**src/wvs_pkg.sv**
```systemverilog
package wvs_pkg;
    // register offsets on the byte-wide register port
    localparam logic [7:0] WVS_OFF_STATUS    = 8'h1c; // voice activity readback
    localparam logic [7:0] WVS_OFF_DATA_HI   = 8'h1d; // converter_data_high
    localparam logic [7:0] WVS_OFF_DATA_LO   = 8'h1e; // converter_data_low
    localparam logic [7:0] WVS_OFF_CTRL      = 8'h1f; // converter_source_control
    localparam logic [7:0] WVS_OFF_SEL       = 8'h20; // voice_select_trigger
    localparam logic [7:0] WVS_OFF_PITCH_HI  = 8'h21; // pitch_step_high
    localparam logic [7:0] WVS_OFF_PITCH_LO  = 8'h22; // pitch_step_low
    localparam logic [7:0] WVS_OFF_START_HI  = 8'h23; // sample_start_high
    localparam logic [7:0] WVS_OFF_START_LO  = 8'h24; // sample_start_low
    localparam logic [7:0] WVS_OFF_FMT_HI    = 8'h25; // format_loop_offset_high
    localparam logic [7:0] WVS_OFF_LOOP_LO   = 8'h26; // loop_offset_low
    localparam logic [7:0] WVS_OFF_ENV       = 8'h27; // decay_gain_high_bits
    localparam logic [7:0] WVS_OFF_LGAIN     = 8'h29; // left_gain_low
    localparam logic [7:0] WVS_OFF_RGAIN     = 8'h2a; // right_gain_low
    // field positions
    localparam int WVS_GAIN_ONLY_BIT  = 7; // gain_only_update in select register
    localparam int WVS_PITCH_ONLY_BIT = 6; // pitch_only_update in select register
    localparam int WVS_LEFT_SRC_BIT   = 2; // left_source_synth
    localparam int WVS_POWER_BIT      = 1; // converter_power
    localparam int WVS_RIGHT_SRC_BIT  = 0; // right_source_synth
    localparam int WVS_WIDTH_BIT      = 7; // sample_width_select
    localparam int WVS_LG_HI_LSB      = 4; // left_gain bits 9:8 in envelope register
    localparam int WVS_RG_HI_LSB      = 0; // right_gain bits 9:8 in envelope register
    // writable bit masks, all other bits read as zero
    localparam logic [7:0] WVS_MASK_CTRL = 8'h07;
    localparam logic [7:0] WVS_MASK_SEL  = 8'hc3;
    localparam logic [7:0] WVS_MASK_FMT  = 8'h9f;
    localparam logic [7:0] WVS_MASK_ENV  = 8'hb3;
    // values after reset
    localparam logic [7:0] WVS_REG_RST   = 8'h00;
    // sample format and addressing
    localparam int         WVS_VOICES     = 4;
    localparam int         WVS_FRAC_BITS  = 17;     // fraction bits of the phase
    localparam int         WVS_ALIGN_BITS = 5;      // start address alignment
    localparam logic [7:0] WVS_END_MARK   = 8'h80;  // end-of-section code
    localparam logic [9:0] WVS_GAIN_MIN   = 10'h3ff; // quietest attenuation
    // timing
    localparam longint WVS_CLK_HZ         = 125000000;
    localparam longint WVS_SAMPLE_RATE_HZ = 25000;
    localparam int     WVS_SAMPLE_CYC     = int'(WVS_CLK_HZ / WVS_SAMPLE_RATE_HZ);
    localparam int     WVS_DECAY_SAMPLES  = 64;     // output samples per decay step
    // fetch sequencer states
    typedef enum logic [2:0] {
        WVS_ST_IDLE = 3'b000,
        WVS_ST_ADR  = 3'b001,
        WVS_ST_B0   = 3'b010,
        WVS_ST_B1   = 3'b011,
        WVS_ST_MIX  = 3'b100
    } wvs_state_e;
    // register port request
    typedef struct packed {
        logic       wr;
        logic       rd;
        logic [7:0] addr;
        logic [7:0] wdata;
    } wvs_bus_req_s;
    // programmed parameters of one voice
    typedef struct packed {
        logic [11:0] step;
        logic [3:0]  shift;
        logic [15:0] start;
        logic        wide;
        logic [12:0] loop;
        logic [9:0]  lg;
        logic [9:0]  rg;
    } wvs_voice_cfg_s;
    // running state of one voice
    typedef struct packed {
        logic        active;
        logic        looped;
        logic [17:0] pos;
        logic [16:0] frac;
        logic [9:0]  env;
    } wvs_voice_run_s;
endpackage : wvs_pkg

```
**src/wvs_tick_div.sv**
```systemverilog
`timescale 1ns/1ps
// counts enabled cycles and pulses once every DIV of them
module wvs_tick_div
    import wvs_pkg::*;
#(
    parameter int DIV = 16
) (
    input  wire logic ref_clk,
    input  wire logic rst_b,
    input  wire logic en,
    output logic      tick
);
    localparam int CW = $clog2(DIV + 1);
    logic [CW-1:0] cnt_ff; // cycles counted so far
    logic          tick_ff; // registered pulse

    // wrap the counter and pulse on the last count
    always_ff @(posedge ref_clk) begin
        if (!rst_b) begin
            cnt_ff  <= '0;
            tick_ff <= 1'b0;
        end else begin
            tick_ff <= en && (cnt_ff == CW'(DIV - 1));
            if (en) begin
                cnt_ff <= (cnt_ff == CW'(DIV - 1)) ? '0 : cnt_ff + 1'b1;
            end
        end
    end

    assign tick = tick_ff;
endmodule : wvs_tick_div

```
**src/wvs_gain_scale.sv**
```systemverilog
`timescale 1ns/1ps
// attenuates a sample by gain plus decay, 0 loudest and 3ff quietest
module wvs_gain_scale
    import wvs_pkg::*;
(
    input  wire logic signed [15:0] smp,
    input  wire logic        [9:0]  gain,
    input  wire logic        [9:0]  env,
    output logic signed      [15:0] scaled
);
    wire [10:0]        att_sum = {1'b0, gain} + {1'b0, env}; // total attenuation
    wire [9:0]         att     = att_sum[10] ? WVS_GAIN_MIN : att_sum[9:0];
    wire [9:0]         level   = WVS_GAIN_MIN - att; // linear loudness, 1024 steps
    wire signed [26:0] prod    = smp * $signed({1'b0, level});

    assign scaled = prod[25:10];
endmodule : wvs_gain_scale

```
**src/wvs_synth.sv**
```systemverilog
// The implementer's own choice: strobed register access.
`timescale 1ns/1ps
// What this block does
// - select write picks voice, mode 00 starts it
// - mode 00 loads every parameter
// - mode 01 pitch only, 10 gains only
// - phase step is step over 2^(17-shift)
// - step 800h shift 6h plays each sample
// - fetch address is start times 32
// - width bit picks 8 or 12 bit
// - byte 80h marks section end
// - play once, then loop until silent
// - loop address is end plus offset
// - 10-bit left/right attenuation, 000h loudest
// - mcu source drives converter data bytes
// - build option and control pick converter use
// - control bit 1 powers converter, reset 0
// - bits 2/0 pick left/right source
// - control bits 7:3 read zero
// - unused 28h, 2bh-2fh read zero
module wvs_synth
    import wvs_pkg::*;
#(
    parameter int SAMPLE_DIV   = WVS_SAMPLE_CYC,
    parameter bit SYNTH_OPTION = 1'b1
) (
    input  wire logic                ref_clk,
    input  wire logic                rst_b,
    input  wire wvs_bus_req_s        bus,
    output logic [7:0]               rdata,
    output logic [17:0]              wave_rom_fetch_addr,
    input  wire logic [7:0]          rom_rdata,
    output logic                     converter_power,
    output logic signed [15:0]       dac_left,
    output logic signed [15:0]       dac_right
);
    // shadow registers written by software
    logic [7:0] data_hi_ff, data_lo_ff, ctrl_ff, sel_ff;
    logic [7:0] pitch_hi_ff, pitch_lo_ff, start_hi_ff, start_lo_ff;
    logic [7:0] fmt_hi_ff, loop_lo_ff, env_ff, lgain_ff, rgain_ff;
    logic [7:0] rdata_ff;                 // read answer, one cycle late

    // sequencer and mixing state
    wvs_state_e          state_ff, nxt_state;
    logic [1:0]          vsel_ff;         // voice being fetched
    logic [7:0]          byte0_ff;        // first fetched byte
    logic [17:0]         rom_addr_ff;     // address shown to the rom
    logic signed [17:0]  acc_l_ff, acc_r_ff;
    logic signed [15:0]  mix_l_ff, mix_r_ff;
    logic signed [15:0]  dac_l_ff, dac_r_ff;
    logic                decay_frame_ff;  // this frame applies a decay step

    // per voice storage
    wvs_voice_cfg_s cfg_ff [WVS_VOICES];
    wvs_voice_run_s run_ff [WVS_VOICES];

    // register write decode
    wire wr_hit    = bus.wr;
    wire trig_wr   = wr_hit && (bus.addr == WVS_OFF_SEL);
    wire [1:0] upd_mode = {bus.wdata[WVS_GAIN_ONLY_BIT], bus.wdata[WVS_PITCH_ONLY_BIT]};

    // converter control fields
    wire power_on  = ctrl_ff[WVS_POWER_BIT];
    wire left_syn  = ctrl_ff[WVS_LEFT_SRC_BIT] && SYNTH_OPTION;
    wire right_syn = ctrl_ff[WVS_RIGHT_SRC_BIT] && SYNTH_OPTION;
    wire synth_en  = power_on && (left_syn || right_syn);
    wire [15:0] converter_sample = {data_hi_ff, data_lo_ff};

    // parameter set assembled from the shadow registers
    wvs_voice_cfg_s new_cfg;
    assign new_cfg.step  = {pitch_hi_ff[3:0], pitch_lo_ff};
    assign new_cfg.shift = pitch_hi_ff[7:4];
    assign new_cfg.start = {start_hi_ff, start_lo_ff};
    assign new_cfg.wide  = fmt_hi_ff[WVS_WIDTH_BIT];
    assign new_cfg.loop  = {fmt_hi_ff[4:0], loop_lo_ff};
    assign new_cfg.lg    = {env_ff[WVS_LG_HI_LSB +: 2], lgain_ff};
    assign new_cfg.rg    = {env_ff[WVS_RG_HI_LSB +: 2], rgain_ff};

    // shadow register writes, unwritable bits forced to zero
    always_ff @(posedge ref_clk) begin
        if (!rst_b) begin
            {data_hi_ff, data_lo_ff, ctrl_ff, sel_ff} <= {4{WVS_REG_RST}};
            {pitch_hi_ff, pitch_lo_ff, start_hi_ff, start_lo_ff} <= {4{WVS_REG_RST}};
            {fmt_hi_ff, loop_lo_ff, env_ff, lgain_ff, rgain_ff} <= {5{WVS_REG_RST}};
        end else if (wr_hit) begin
            case (bus.addr)
                WVS_OFF_DATA_HI:  data_hi_ff  <= bus.wdata;
                WVS_OFF_DATA_LO:  data_lo_ff  <= bus.wdata;
                WVS_OFF_CTRL:     ctrl_ff     <= bus.wdata & WVS_MASK_CTRL;
                WVS_OFF_SEL:      sel_ff      <= bus.wdata & WVS_MASK_SEL;
                WVS_OFF_PITCH_HI: pitch_hi_ff <= bus.wdata;
                WVS_OFF_PITCH_LO: pitch_lo_ff <= bus.wdata;
                WVS_OFF_START_HI: start_hi_ff <= bus.wdata;
                WVS_OFF_START_LO: start_lo_ff <= bus.wdata;
                WVS_OFF_FMT_HI:   fmt_hi_ff   <= bus.wdata & WVS_MASK_FMT;
                WVS_OFF_LOOP_LO:  loop_lo_ff  <= bus.wdata;
                WVS_OFF_ENV:      env_ff      <= bus.wdata & WVS_MASK_ENV;
                WVS_OFF_LGAIN:    lgain_ff    <= bus.wdata;
                WVS_OFF_RGAIN:    rgain_ff    <= bus.wdata;
                default:          ; // unused and unmapped: write ignored
            endcase
        end
    end

    // voice activity for readback
    logic [3:0] active_vec, looped_vec;

    // read selection, anything unmapped or unused answers zero
    wire [7:0] rd_val =
        (bus.addr == WVS_OFF_STATUS)   ? {looped_vec, active_vec} :
        (bus.addr == WVS_OFF_DATA_HI)  ? data_hi_ff  :
        (bus.addr == WVS_OFF_DATA_LO)  ? data_lo_ff  :
        (bus.addr == WVS_OFF_CTRL)     ? ctrl_ff     :
        (bus.addr == WVS_OFF_SEL)      ? sel_ff      :
        (bus.addr == WVS_OFF_PITCH_HI) ? pitch_hi_ff :
        (bus.addr == WVS_OFF_PITCH_LO) ? pitch_lo_ff :
        (bus.addr == WVS_OFF_START_HI) ? start_hi_ff :
        (bus.addr == WVS_OFF_START_LO) ? start_lo_ff :
        (bus.addr == WVS_OFF_FMT_HI)   ? fmt_hi_ff   :
        (bus.addr == WVS_OFF_LOOP_LO)  ? loop_lo_ff  :
        (bus.addr == WVS_OFF_ENV)      ? env_ff      :
        (bus.addr == WVS_OFF_LGAIN)    ? lgain_ff    :
        (bus.addr == WVS_OFF_RGAIN)    ? rgain_ff    : 8'h00;

    // read data stands only in the cycle after the strobe
    always_ff @(posedge ref_clk) begin
        if (!rst_b) begin
            rdata_ff <= 8'h00;
        end else begin
            rdata_ff <= bus.rd ? rd_val : 8'h00;
        end
    end

    // output sample tick and slower decay tick
    logic sample_tick, decay_tick;
    wvs_tick_div #(.DIV(SAMPLE_DIV)) u_sample_div (
        .ref_clk (ref_clk),
        .rst_b   (rst_b),
        .en      (1'b1),
        .tick    (sample_tick)
    );
    wvs_tick_div #(.DIV(WVS_DECAY_SAMPLES)) u_decay_div (
        .ref_clk (ref_clk),
        .rst_b   (rst_b),
        .en      (sample_tick),
        .tick    (decay_tick)
    );

    // current voice view
    wvs_voice_cfg_s cur_cfg;
    wvs_voice_run_s cur_run;
    assign cur_cfg = cfg_ff[vsel_ff];
    assign cur_run = run_ff[vsel_ff];

    // byte address of the current sample, 12-bit pairs take three bytes
    wire [17:0] rom_base  = {cur_cfg.start[12:0], {WVS_ALIGN_BITS{1'b0}}};
    wire [17:0] pair_idx  = {1'b0, cur_run.pos[17:1]};
    wire [17:0] pair_off  = pair_idx + {pair_idx[16:0], 1'b0};
    wire [17:0] byte_off  = cur_cfg.wide ? pair_off + {17'h0, cur_run.pos[0]}
                                         : cur_run.pos;
    wire [17:0] addr0     = rom_base + byte_off;

    // decode the fetched bytes into a sample
    wire [11:0] smp12     = cur_run.pos[0] ? {byte0_ff[3:0], rom_rdata}
                                           : {byte0_ff, rom_rdata[7:4]};
    wire [7:0]  smp_top   = cur_cfg.wide ? smp12[11:4] : byte0_ff;
    wire        is_end    = (smp_top == WVS_END_MARK);
    wire signed [15:0] smp16 = cur_cfg.wide ? $signed({smp12, 4'h0})
                                            : $signed({byte0_ff, 8'h00});

    // loop point: end position plus offset, carry out of 13 bits dropped
    wire [12:0] loop_low  = cur_run.pos[12:0] + cur_cfg.loop;
    wire [17:0] loop_idx  = {cur_run.pos[17:13], loop_low};

    // phase advance: step shifted by octave over 2^17
    wire [34:0] phase_inc = 35'(cur_cfg.step) << cur_cfg.shift;
    wire [34:0] phase_nxt = {cur_run.pos, cur_run.frac} + phase_inc;

    // next running state of the voice just mixed
    wvs_voice_run_s nxt_run;
    always_comb begin
        nxt_run = cur_run;
        if (is_end) begin
            nxt_run.looped = 1'b1;
            nxt_run.pos    = loop_idx;
            nxt_run.frac   = '0;
        end else begin
            nxt_run.pos    = phase_nxt[34:17];
            nxt_run.frac   = phase_nxt[16:0];
        end
        if (cur_run.looped && decay_frame_ff) begin
            if (cur_run.env == WVS_GAIN_MIN) begin
                nxt_run.active = 1'b0;
            end else begin
                nxt_run.env = cur_run.env + 10'h001;
            end
        end
    end

    wire mix_upd = (state_ff == WVS_ST_MIX) && cur_run.active;

    // per voice parameter and run state
    for (genvar g = 0; g < WVS_VOICES; g++) begin : g_voice
        wire trig_g = trig_wr && (bus.wdata[1:0] == 2'(g));
        always_ff @(posedge ref_clk) begin
            if (!rst_b) begin
                cfg_ff[g] <= '0;
                run_ff[g] <= '0;
            end else if (trig_g) begin
                case (upd_mode)
                    2'b00: begin
                        cfg_ff[g]        <= new_cfg;
                        run_ff[g]        <= '0;
                        run_ff[g].active <= 1'b1;
                    end
                    2'b01: begin
                        cfg_ff[g].step  <= new_cfg.step;
                        cfg_ff[g].shift <= new_cfg.shift;
                    end
                    2'b10: begin
                        cfg_ff[g].lg <= new_cfg.lg;
                        cfg_ff[g].rg <= new_cfg.rg;
                    end
                    default: ; // both bits set: nothing is updated
                endcase
            end else if (mix_upd && (vsel_ff == 2'(g))) begin
                run_ff[g] <= nxt_run;
            end
        end
        assign active_vec[g] = run_ff[g].active;
        assign looped_vec[g] = run_ff[g].looped;
    end

    // per side attenuation of the current sample
    logic signed [15:0] scaled_l, scaled_r;
    wvs_gain_scale u_gain_l (
        .smp    (smp16),
        .gain   (cur_cfg.lg),
        .env    (cur_run.env),
        .scaled (scaled_l)
    );
    wvs_gain_scale u_gain_r (
        .smp    (smp16),
        .gain   (cur_cfg.rg),
        .env    (cur_run.env),
        .scaled (scaled_r)
    );

    // accumulate this voice, silent if idle or at an end marker
    wire               voice_on = cur_run.active && !is_end;
    wire signed [17:0] add_l    = voice_on ? 18'(scaled_l) : 18'sh0;
    wire signed [17:0] add_r    = voice_on ? 18'(scaled_r) : 18'sh0;
    wire signed [17:0] sum_l    = acc_l_ff + add_l;
    wire signed [17:0] sum_r    = acc_r_ff + add_r;

    // clamp a wide sum to 16 bits
    function automatic logic signed [15:0] sat16(input logic signed [17:0] v);
        if (v > 18'sh07fff) begin
            sat16 = 16'sh7fff;
        end else if (v < -18'sh08000) begin
            sat16 = -16'sh8000;
        end else begin
            sat16 = v[15:0];
        end
    endfunction : sat16

    // sequencer next state
    wire last_voice = (vsel_ff == 2'(WVS_VOICES - 1));
    always_comb begin
        case (state_ff)
            WVS_ST_IDLE: nxt_state = (sample_tick && synth_en) ? WVS_ST_ADR : WVS_ST_IDLE;
            WVS_ST_ADR:  nxt_state = WVS_ST_B0;
            WVS_ST_B0:   nxt_state = WVS_ST_B1;
            WVS_ST_B1:   nxt_state = WVS_ST_MIX;
            WVS_ST_MIX:  nxt_state = last_voice ? WVS_ST_IDLE : WVS_ST_ADR;
            default:     nxt_state = WVS_ST_IDLE;
        endcase
    end

    // fetch two bytes per voice, mix, and latch the frame on the last voice
    always_ff @(posedge ref_clk) begin
        if (!rst_b) begin
            state_ff       <= WVS_ST_IDLE;
            vsel_ff        <= 2'h0;
            byte0_ff       <= 8'h00;
            rom_addr_ff    <= 18'h00000;
            acc_l_ff       <= 18'sh0;
            acc_r_ff       <= 18'sh0;
            mix_l_ff       <= 16'sh0;
            mix_r_ff       <= 16'sh0;
            decay_frame_ff <= 1'b0;
        end else begin
            state_ff <= nxt_state;
            if (decay_tick) begin
                decay_frame_ff <= 1'b1;
            end else if (state_ff == WVS_ST_IDLE) begin
                decay_frame_ff <= 1'b0;
            end
            case (state_ff)
                WVS_ST_IDLE: begin
                    vsel_ff  <= 2'h0;
                    acc_l_ff <= 18'sh0;
                    acc_r_ff <= 18'sh0;
                end
                WVS_ST_ADR: rom_addr_ff <= addr0;
                WVS_ST_B0:  rom_addr_ff <= addr0 + 18'h00001;
                WVS_ST_B1:  byte0_ff    <= rom_rdata;
                WVS_ST_MIX: begin
                    acc_l_ff <= sum_l;
                    acc_r_ff <= sum_r;
                    vsel_ff  <= vsel_ff + 2'h1;
                    if (last_voice) begin
                        mix_l_ff <= sat16(sum_l);
                        mix_r_ff <= sat16(sum_r);
                    end
                end
                default: ;
            endcase
        end
    end

    // converter feed: powered off gives zero, each side picks its source
    always_ff @(posedge ref_clk) begin
        if (!rst_b) begin
            dac_l_ff <= 16'sh0;
            dac_r_ff <= 16'sh0;
        end else begin
            dac_l_ff <= !power_on ? 16'sh0 : left_syn  ? mix_l_ff
                                           : $signed(converter_sample);
            dac_r_ff <= !power_on ? 16'sh0 : right_syn ? mix_r_ff
                                           : $signed(converter_sample);
        end
    end

    assign rdata               = rdata_ff;
    assign wave_rom_fetch_addr = rom_addr_ff;
    assign converter_power     = power_on;
    assign dac_left            = dac_l_ff;
    assign dac_right           = dac_r_ff;
endmodule : wvs_synth

```
**config.mk**
```make
export PLATFORM = sky130hd
export DESIGN_NAME = wvs_synth
export DESIGN_NICKNAME = d
export VERILOG_FILES = /design/src/wvs_pkg.sv /design/src/wvs_tick_div.sv /design/src/wvs_gain_scale.sv /design/src/wvs_synth.sv
export SDC_FILE = /design/constraint.sdc
export NUM_CORES = 2
export LEC_CHECK = 0
export ABC_AREA = 1
export BUFFER_PORTS_ARGS = -buffer_cell sky130_fd_sc_hd__buf_4
export CAP_MARGIN = 20
export CELL_PAD_IN_SITES_DETAIL_PLACEMENT = 0
export CELL_PAD_IN_SITES_GLOBAL_PLACEMENT = 1
export CORE_MARGIN = 8
export CORE_UTILIZATION = 45
export DETAILED_ROUTE_END_ITERATION = 16
export HOLD_SLACK_MARGIN = 0.06
export PLACE_DENSITY_LB_ADDON = 0.05
export SKIP_CTS_REPAIR_TIMING = 1
export SKIP_LAST_GASP = 1
export SYNTH_ARGS = -nofsm -noshare
export SYNTH_HDL_FRONTEND = slang
export SYNTH_SLANG_ARGS = --single-unit
```
**constraint.sdc**
```tcl
create_clock -name ref_clk -period 17.5 [get_ports ref_clk]
set_clock_uncertainty 0.1 [all_clocks]
set_input_delay 0.875 -clock ref_clk [delete_from_list [all_inputs] [get_ports ref_clk]]
set_output_delay 0.875 -clock ref_clk [all_outputs]
set_load 0.05 [all_outputs]
```
Word-level counts from Yosys, hierarchy flattened
Memory sizes are Yosys's and may differ from the RTL's. A register that Yosys moved wholly into a read port is not among the register bits.
Cells that the tools add are included.
{ "word_totals": {"in_bits": 28, "word_cells": 302, "memories": 2, "reg_bits": 252, "ramBits": 452} }
{ "classes": {"n_lt_le_gt_ge": 4, "addsub": 16, "n_mux": 140, "n_bitwise": 37, "n_eq_ne": 30, "shift": 1, "reduce_logical": 41, "multipliers": 2} }
{ "memory_table": {"columns": ["memory", "words", "word_bits", "read_ports", "rd_clocked_by_memory_dff", "write_ports", "line", "text"], "rows": [
  ["cfg_ff", 4, 66, 1, 1, 4, "wvs_synth.sv:54", "wvs_voice_cfg_s cfg_ff [WVS_VOICES];"],
  ["run_ff", 4, 47, 5, 1, 4, "wvs_synth.sv:55", "wvs_voice_run_s run_ff [WVS_VOICES];"]
]} }
{ "op_table": {"columns": ["operator", "n"], "rows": [
  ["66-bit 2-to-1 mux", 4],
  ["47-bit 2-to-1 mux", 4],
  ["46-bit 2-to-1 mux", 4],
  ["10-bit 2-to-1 mux", 12],
  ["8-bit 2-to-1 mux", 15],
  ["16-bit 2-to-1 mux", 7],
  ["18-bit one-hot mux with 2 select lines", 3],
  ["8-bit by 6-bit equality test with 1-bit output (second input constant)", 10],
  ["1-bit 2-to-1 mux", 71],
  ["12-bit 2-to-1 mux", 5],
  ["18-bit adder", 3],
  ["18-bit 2-to-1 mux", 3],
  ["16-bit by 11-bit multiplier with 26-bit output", 2],
  ["18-bit by 16-bit greater-than comparator with 1-bit output (second input constant)", 2],
  ["18-bit by 16-bit less-than comparator with 1-bit output (second input constant)", 2],
  ["1-bit bitwise OR", 36],
  ["35-bit adder", 1],
  ["35-bit 2-to-1 mux", 1],
  ["12-bit by 4-bit left shift with 35-bit output", 1],
  ["8-bit by 5-bit equality test with 1-bit output (second input constant)", 4],
  ["2-bit AND reduction", 16],
  ["10-bit by 10-bit adder with 11-bit output", 2],
  ["10-bit subtractor (first input constant)", 2],
  ["17-bit by 18-bit adder with 18-bit output", 1],
  ["other kinds (29)", 60]
]} }

Logic depth before layout (Yosys ltp)
{ "depth": {"ltp_word": 15, "ltp_mapped": 62, "mapped_depth_nobuf": 57} }

Modules after synthesis
Synthesis repeated with hierarchy kept, for this count alone.
{ "unflattened": {"hier_cells": 6051, "area_unflattened_um2": 49281.0} }
{ "by_module_without_submodules": {"columns": ["module", "area_each_um2", "n_inst", "seq_area_each_um2", "cells_per_inst"], "rows": [
  ["wvs_synth", 35277.6, 1, 17857.1, 4208],
  ["wvs_gain_scale at u_gain_r", 6500.0, 1, 0.0, 846],
  ["wvs_gain_scale at u_gain_l", 6381.1, 1, 0.0, 834],
  ["wvs_tick_div at u_sample_div", 745.7, 1, 280.3, 111],
  ["wvs_tick_div at u_decay_div", 376.6, 1, 160.2, 52]
]} }

Worst setup path after synthesis
Ideal clock, no wire load.
{ "synth_path": {"path_kind": "register to register", "start": "register with a tool-made name", "end": "register mix_r_ff[10]", "arrival_ps": 9935, "path_slack_ps": 7343, "setup_time_ps": 122, "path_stages_with_launch": 55, "path_buffers": 8, "required_ps": 17278, "cell_sequence": "dfxtp_1 -> inv_2 -> buf_2 -> buf_2 -> buf_2 -> buf_2 -> buf_2 -> clkbuf_1 -> clkbuf_1 -> nor2_1 -> o22ai_1 -> ha_1 -> nand2_1 -> inv_1 -> nand2_1 -> nand2_1 -> a21oi_1 -> nor2_1 -> [... 19 more ...] -> nand2_1 -> nand2_1 -> nand2_1 -> nand3_2 -> inv_1 -> ha_1 -> nand2_1 -> nor2_1 -> and3_1 -> nand3_1 -> nand3_1 -> xor2_1 -> inv_1 -> nand4_4 -> nand2_4 -> a21oi_4 -> buf_6 -> a21oi_2"} }
{ "synth_rtl": {"columns": ["element", "line", "text"], "rows": [
  ["to (signal assigned)", "wvs_synth.sv:314", "mix_r_ff <= sat16(sum_r);"],
  ["to (decl)", "wvs_synth.sv:49", "logic signed [15:0] mix_l_ff, mix_r_ff;"]
]} }

==> flow_metrics.py <==
metrics = {
    "drt": {
        "vias": 37600,
        "routedWlPerCell_um": 20.6,
        "ant_nets": 0,
        "first_iter_violations": 2976,
        "first_pass_iters": 5,
        "drt-vias-per-instance": 5.38,
        "wl_um": 144000,
        "drc": 0,
    },
    "timing": {
        "rsz0062_at_grt": "false",
        "layout_min_cycle_time_ns": 12.33,
        "setup_slack_ns": 5.17,
        "fmaxAchievable_mhz": 81.1,
        "relSlewSlack_pct": 24.3,
        "tightest_slew_ns": 1.14,
        "fin_crit_sh_pct": 70.5,
        "setup_tns_ns": 0,
        "finalHoldViolCount": 0,
        "maxSlewViolCount": 0,
        "setup_viol": 0,
    },
    "finish": {
        "layout.nets": 6035,
        "postLayoutCellArea_mm2": 0.0502,
        "seq_area_mm2": 0.0183,
        "drive_gt1_share_pct": 6.34,
        "syn2layout_area_growth_pct": 10.1,
        "multiInputGateArea_mm2": 0.0238,
        "num-fill-cells": 9977,
        "antennaDiodeCount": 0,
        "layout.cells.non_filler": 6986,
    },
    "power": {
        "p_clk_share_pct": 42.6,
        "swShare_pct": 26.9,
        "p_int_mw": 2.93,
        "total_power_mw": 4.00,
        "ir_drop_mv": 0.0780,
        "p_leak_nw": 21.3,
        "seqPwrFrac_pct": 44.5,
        "power_density_mw_per_mm2": 79.7,
        "power_frac_comb_pct": 12.9,
        "p_sw_mw": 1.08,
    },
    "critical_path": {
        "worstPathRequired_ns": 17.91,
        "cp_max_fo": 64,
        "crit_type": "register to register",
        "start_kind": "register",
        "cp_slowest_cell": "dfxtp_4",
        "rr_worst_depth": 48,
        "cpPeakStageDelay_ns": 0.79,
        "endpoint_kind": "register",
        "cpMostUsedCell": "inv_1",
        "cp.arrival_ns": 12.74,
    },
    "synthesis": {
        "yosysTopAreaCell": "edfxtp_1",
        "yosys-top-cells-area": "edfxtp_1 29%, dfxtp_1 11%, fa_1 9.9%, nor2_1 7.8%, nand2_1 7.1%",
        "synth_seq_cells": 694,
        "synthTopCellsByCount": "948 x nor2_1, 865 x nand2_1, 722 x inv_1",
        "synth_nets": 6041,
        "synth_area_mm2": 0.0456,
        "ys_seq_area_share_pct": 40.1,
        "yosysMostFrequentCell": "nor2_1",
        "syn_inst": 5563,
        "synth_edf_count": 440,
        "synth_cell_types": 63,
        "ys_warn_count": 0,
        "async_flop_share_pct": 0,
        "yosysTopAreaCellShare_pct": 29.0,
        "synth_ff_type": "edfxtp_1",
        "avgSynthCellArea_um2": 8.20,
    },
    "cts": {
        "clock_latency_ns": 0.65,
        "numCtsBuffers": 81,
        "root_buffer": "clkbuf_16",
        "cts_tree": "done",
        "clockBufferDepth": 3,
        "numClockSinks": 694,
        "cts_max_level": 3,
        "clk_pin_slew_worst_paths_ns": 0.06,
    },
    "die": {
        "start_util_pct": 45.1,
        "die-width_um": 334,
        "core_mm2": 0.101,
        "rows": 117,
        "die_h_um": 334,
        "io_pins": 87,
        "design.die.area_mm2": 0.112,
    },
    "placed_design": {
        "place_ws_ns": 5.14,
        "gp_congestion": 0.891,
        "dp_hpwl_um": 101000,
        "io_buffers": 86,
        "placedCellCount": 6839,
        "placed_area_mm2": 0.0475,
    },
    "grt": {
        "antenna_found_initial": 2,
        "grt_pass1_vias": 36000,
        "met1_usage_pct": 38.2,
        "grt_util_met3_pct": 5.14,
        "use_met2_pct": 37.1,
        "gr-total-overflow": 0,
        "grt_pass1_wl_um": 219000,
        "track_usage_pct": 25.2,
        "grt_max_degree": 89,
        "grt-busiest-layer": "met1",
    },
    "hold_path": {
        "hold_depth": 2,
        "hold_class": "register to register",
    },
    "run_status": {
        "status": "finished, final reports clean",
    },
    "flow_run": {
        "drv_cap": 0,
    },
}
==> registers in the layout (all words and copies together), names as in the netlist, 13 cells and up, named ones only <==
signal	count
cfg_ff	252
run_ff	188
acc_l_ff	18
acc_r_ff	18
wave_rom_fetch_addr	18
dac_left	16
dac_right	16
mix_l_ff	16
mix_r_ff	16
u_sample_div.cnt_ff	13
==> worst max-delay path: cells and delay by family (launching register included) <==
family	cells	cell delay (ns)
fa+ha+maj	8	3.82
flops	1	0.79
buf+inv	11	2.20
simple gates	20	2.75
compound gates	8	2.16
xor+xnor	1	0.29
==> layout by cell type, fill, tap and decap left out, types with 8 or more instances in the layout <==
| cell | n |
|---|---|
| o21bai_1 | 9 |
| nand3_1 | 161 |
| dfxtp_1 | 252 |
| a31oi_1 | 13 |
| or2_2 | 29 |
| o22ai_1 | 83 |
| clkbuf_1 | 18 |
| a211oi_1 | 14 |
| o211ai_1 | 10 |
| buf_4 | 132 |
| nand3b_1 | 10 |
| a21o_1 | 10 |
| fa_1 | 226 |
| a21oi_2 | 11 |
| nand3_2 | 11 |
| a32o_1 | 10 |
| o221ai_1 | 8 |
| clkbuf_16 | 83 |
| nor3_1 | 62 |
| ha_1 | 224 |
| xor2_1 | 67 |
| nand2_1 | 861 |
| o2111ai_1 | 10 |
| clkinv_1 | 13 |
| a32oi_1 | 14 |
| nand2_2 | 13 |
| edfxtp_1 | 440 |
| inv_1 | 721 |
| o21ai_0 | 499 |
| a21oi_1 | 452 |
| nand4_1 | 36 |
| nor2_1 | 947 |
| xnor2_1 | 46 |
==> logic make-up (layout without fill, tap and decap cells) <==
family	after synthesis	count (layout)	share of synthesized area (%)
multiplexers	5	5	0.110
flip-flops	694	694	40.1
AO/OA/AOI/OAI	1180	1180	14.2
AND/OR/NAND/NOR	2162	2162	19.3
buffers and inverters	959	1014	8.10
XOR/XNOR	113	113	2.17
adder cells (fa/ha/maj)	450	450	16.1
==> per-stage QoR <==
stage                     hold WS [ns]  util [%]
after global placement           0.320      47.0
after detailed placement         0.325      47.0
after CTS                        0.339      49.6
after floorplan                  0.312         -
after global routing             0.355      49.7
final                            0.336      49.7
==> worst paths after layout <==
path	from	slack (ns)	end
hold reg to reg	u_decay_div.tick$_SDFF_PN0_	0.34	decay_frame_ff$_SDFFE_PN0P_
setup / recovery	register	5.17	mix_r_ff[14]$_SDFFE_PN0P_
setup reg to reg	register	5.17	mix_r_ff[14]$_SDFFE_PN0P_
hold / removal	u_decay_div.tick$_SDFF_PN0_	0.34	decay_frame_ff$_SDFFE_PN0P_
==> final cells by class <==
cell class              instances  area share, %
multi-input cells            3910           47.3
flip-flops and latches        694           36.4
inverters                     735           5.51
clock buffers                 108           4.46
well taps                    1368           3.41
repair buffers                135           2.08
clock inverters                36          0.790
==> layer usage <==
layer	part of all wire, %	routed length, µm	vias up
met5	0.0076	11	-
met4	1.8	2570	2
met3	7.7	11100	147
met2	42	60400	1132
met1	49	69900	17900
li1	-	-	18300
==> power groups by stage <==
| stage | registers, mW | clock network (mW) | logic [mW] |
|---|---|---|---|
| after floorplan | 1.81 | 0 | 0.343 |
| after global placement | 1.81 | 0 | 0.513 |
| after detailed placement | 1.82 | 0 | 0.508 |
| after CTS | 1.78 | 1.74 | 0.514 |
| after global routing | 1.78 | 1.80 | 0.579 |
| final | 1.78 | 1.71 | 0.517 |
Note: power is estimated with default switching activity, not from simulation.
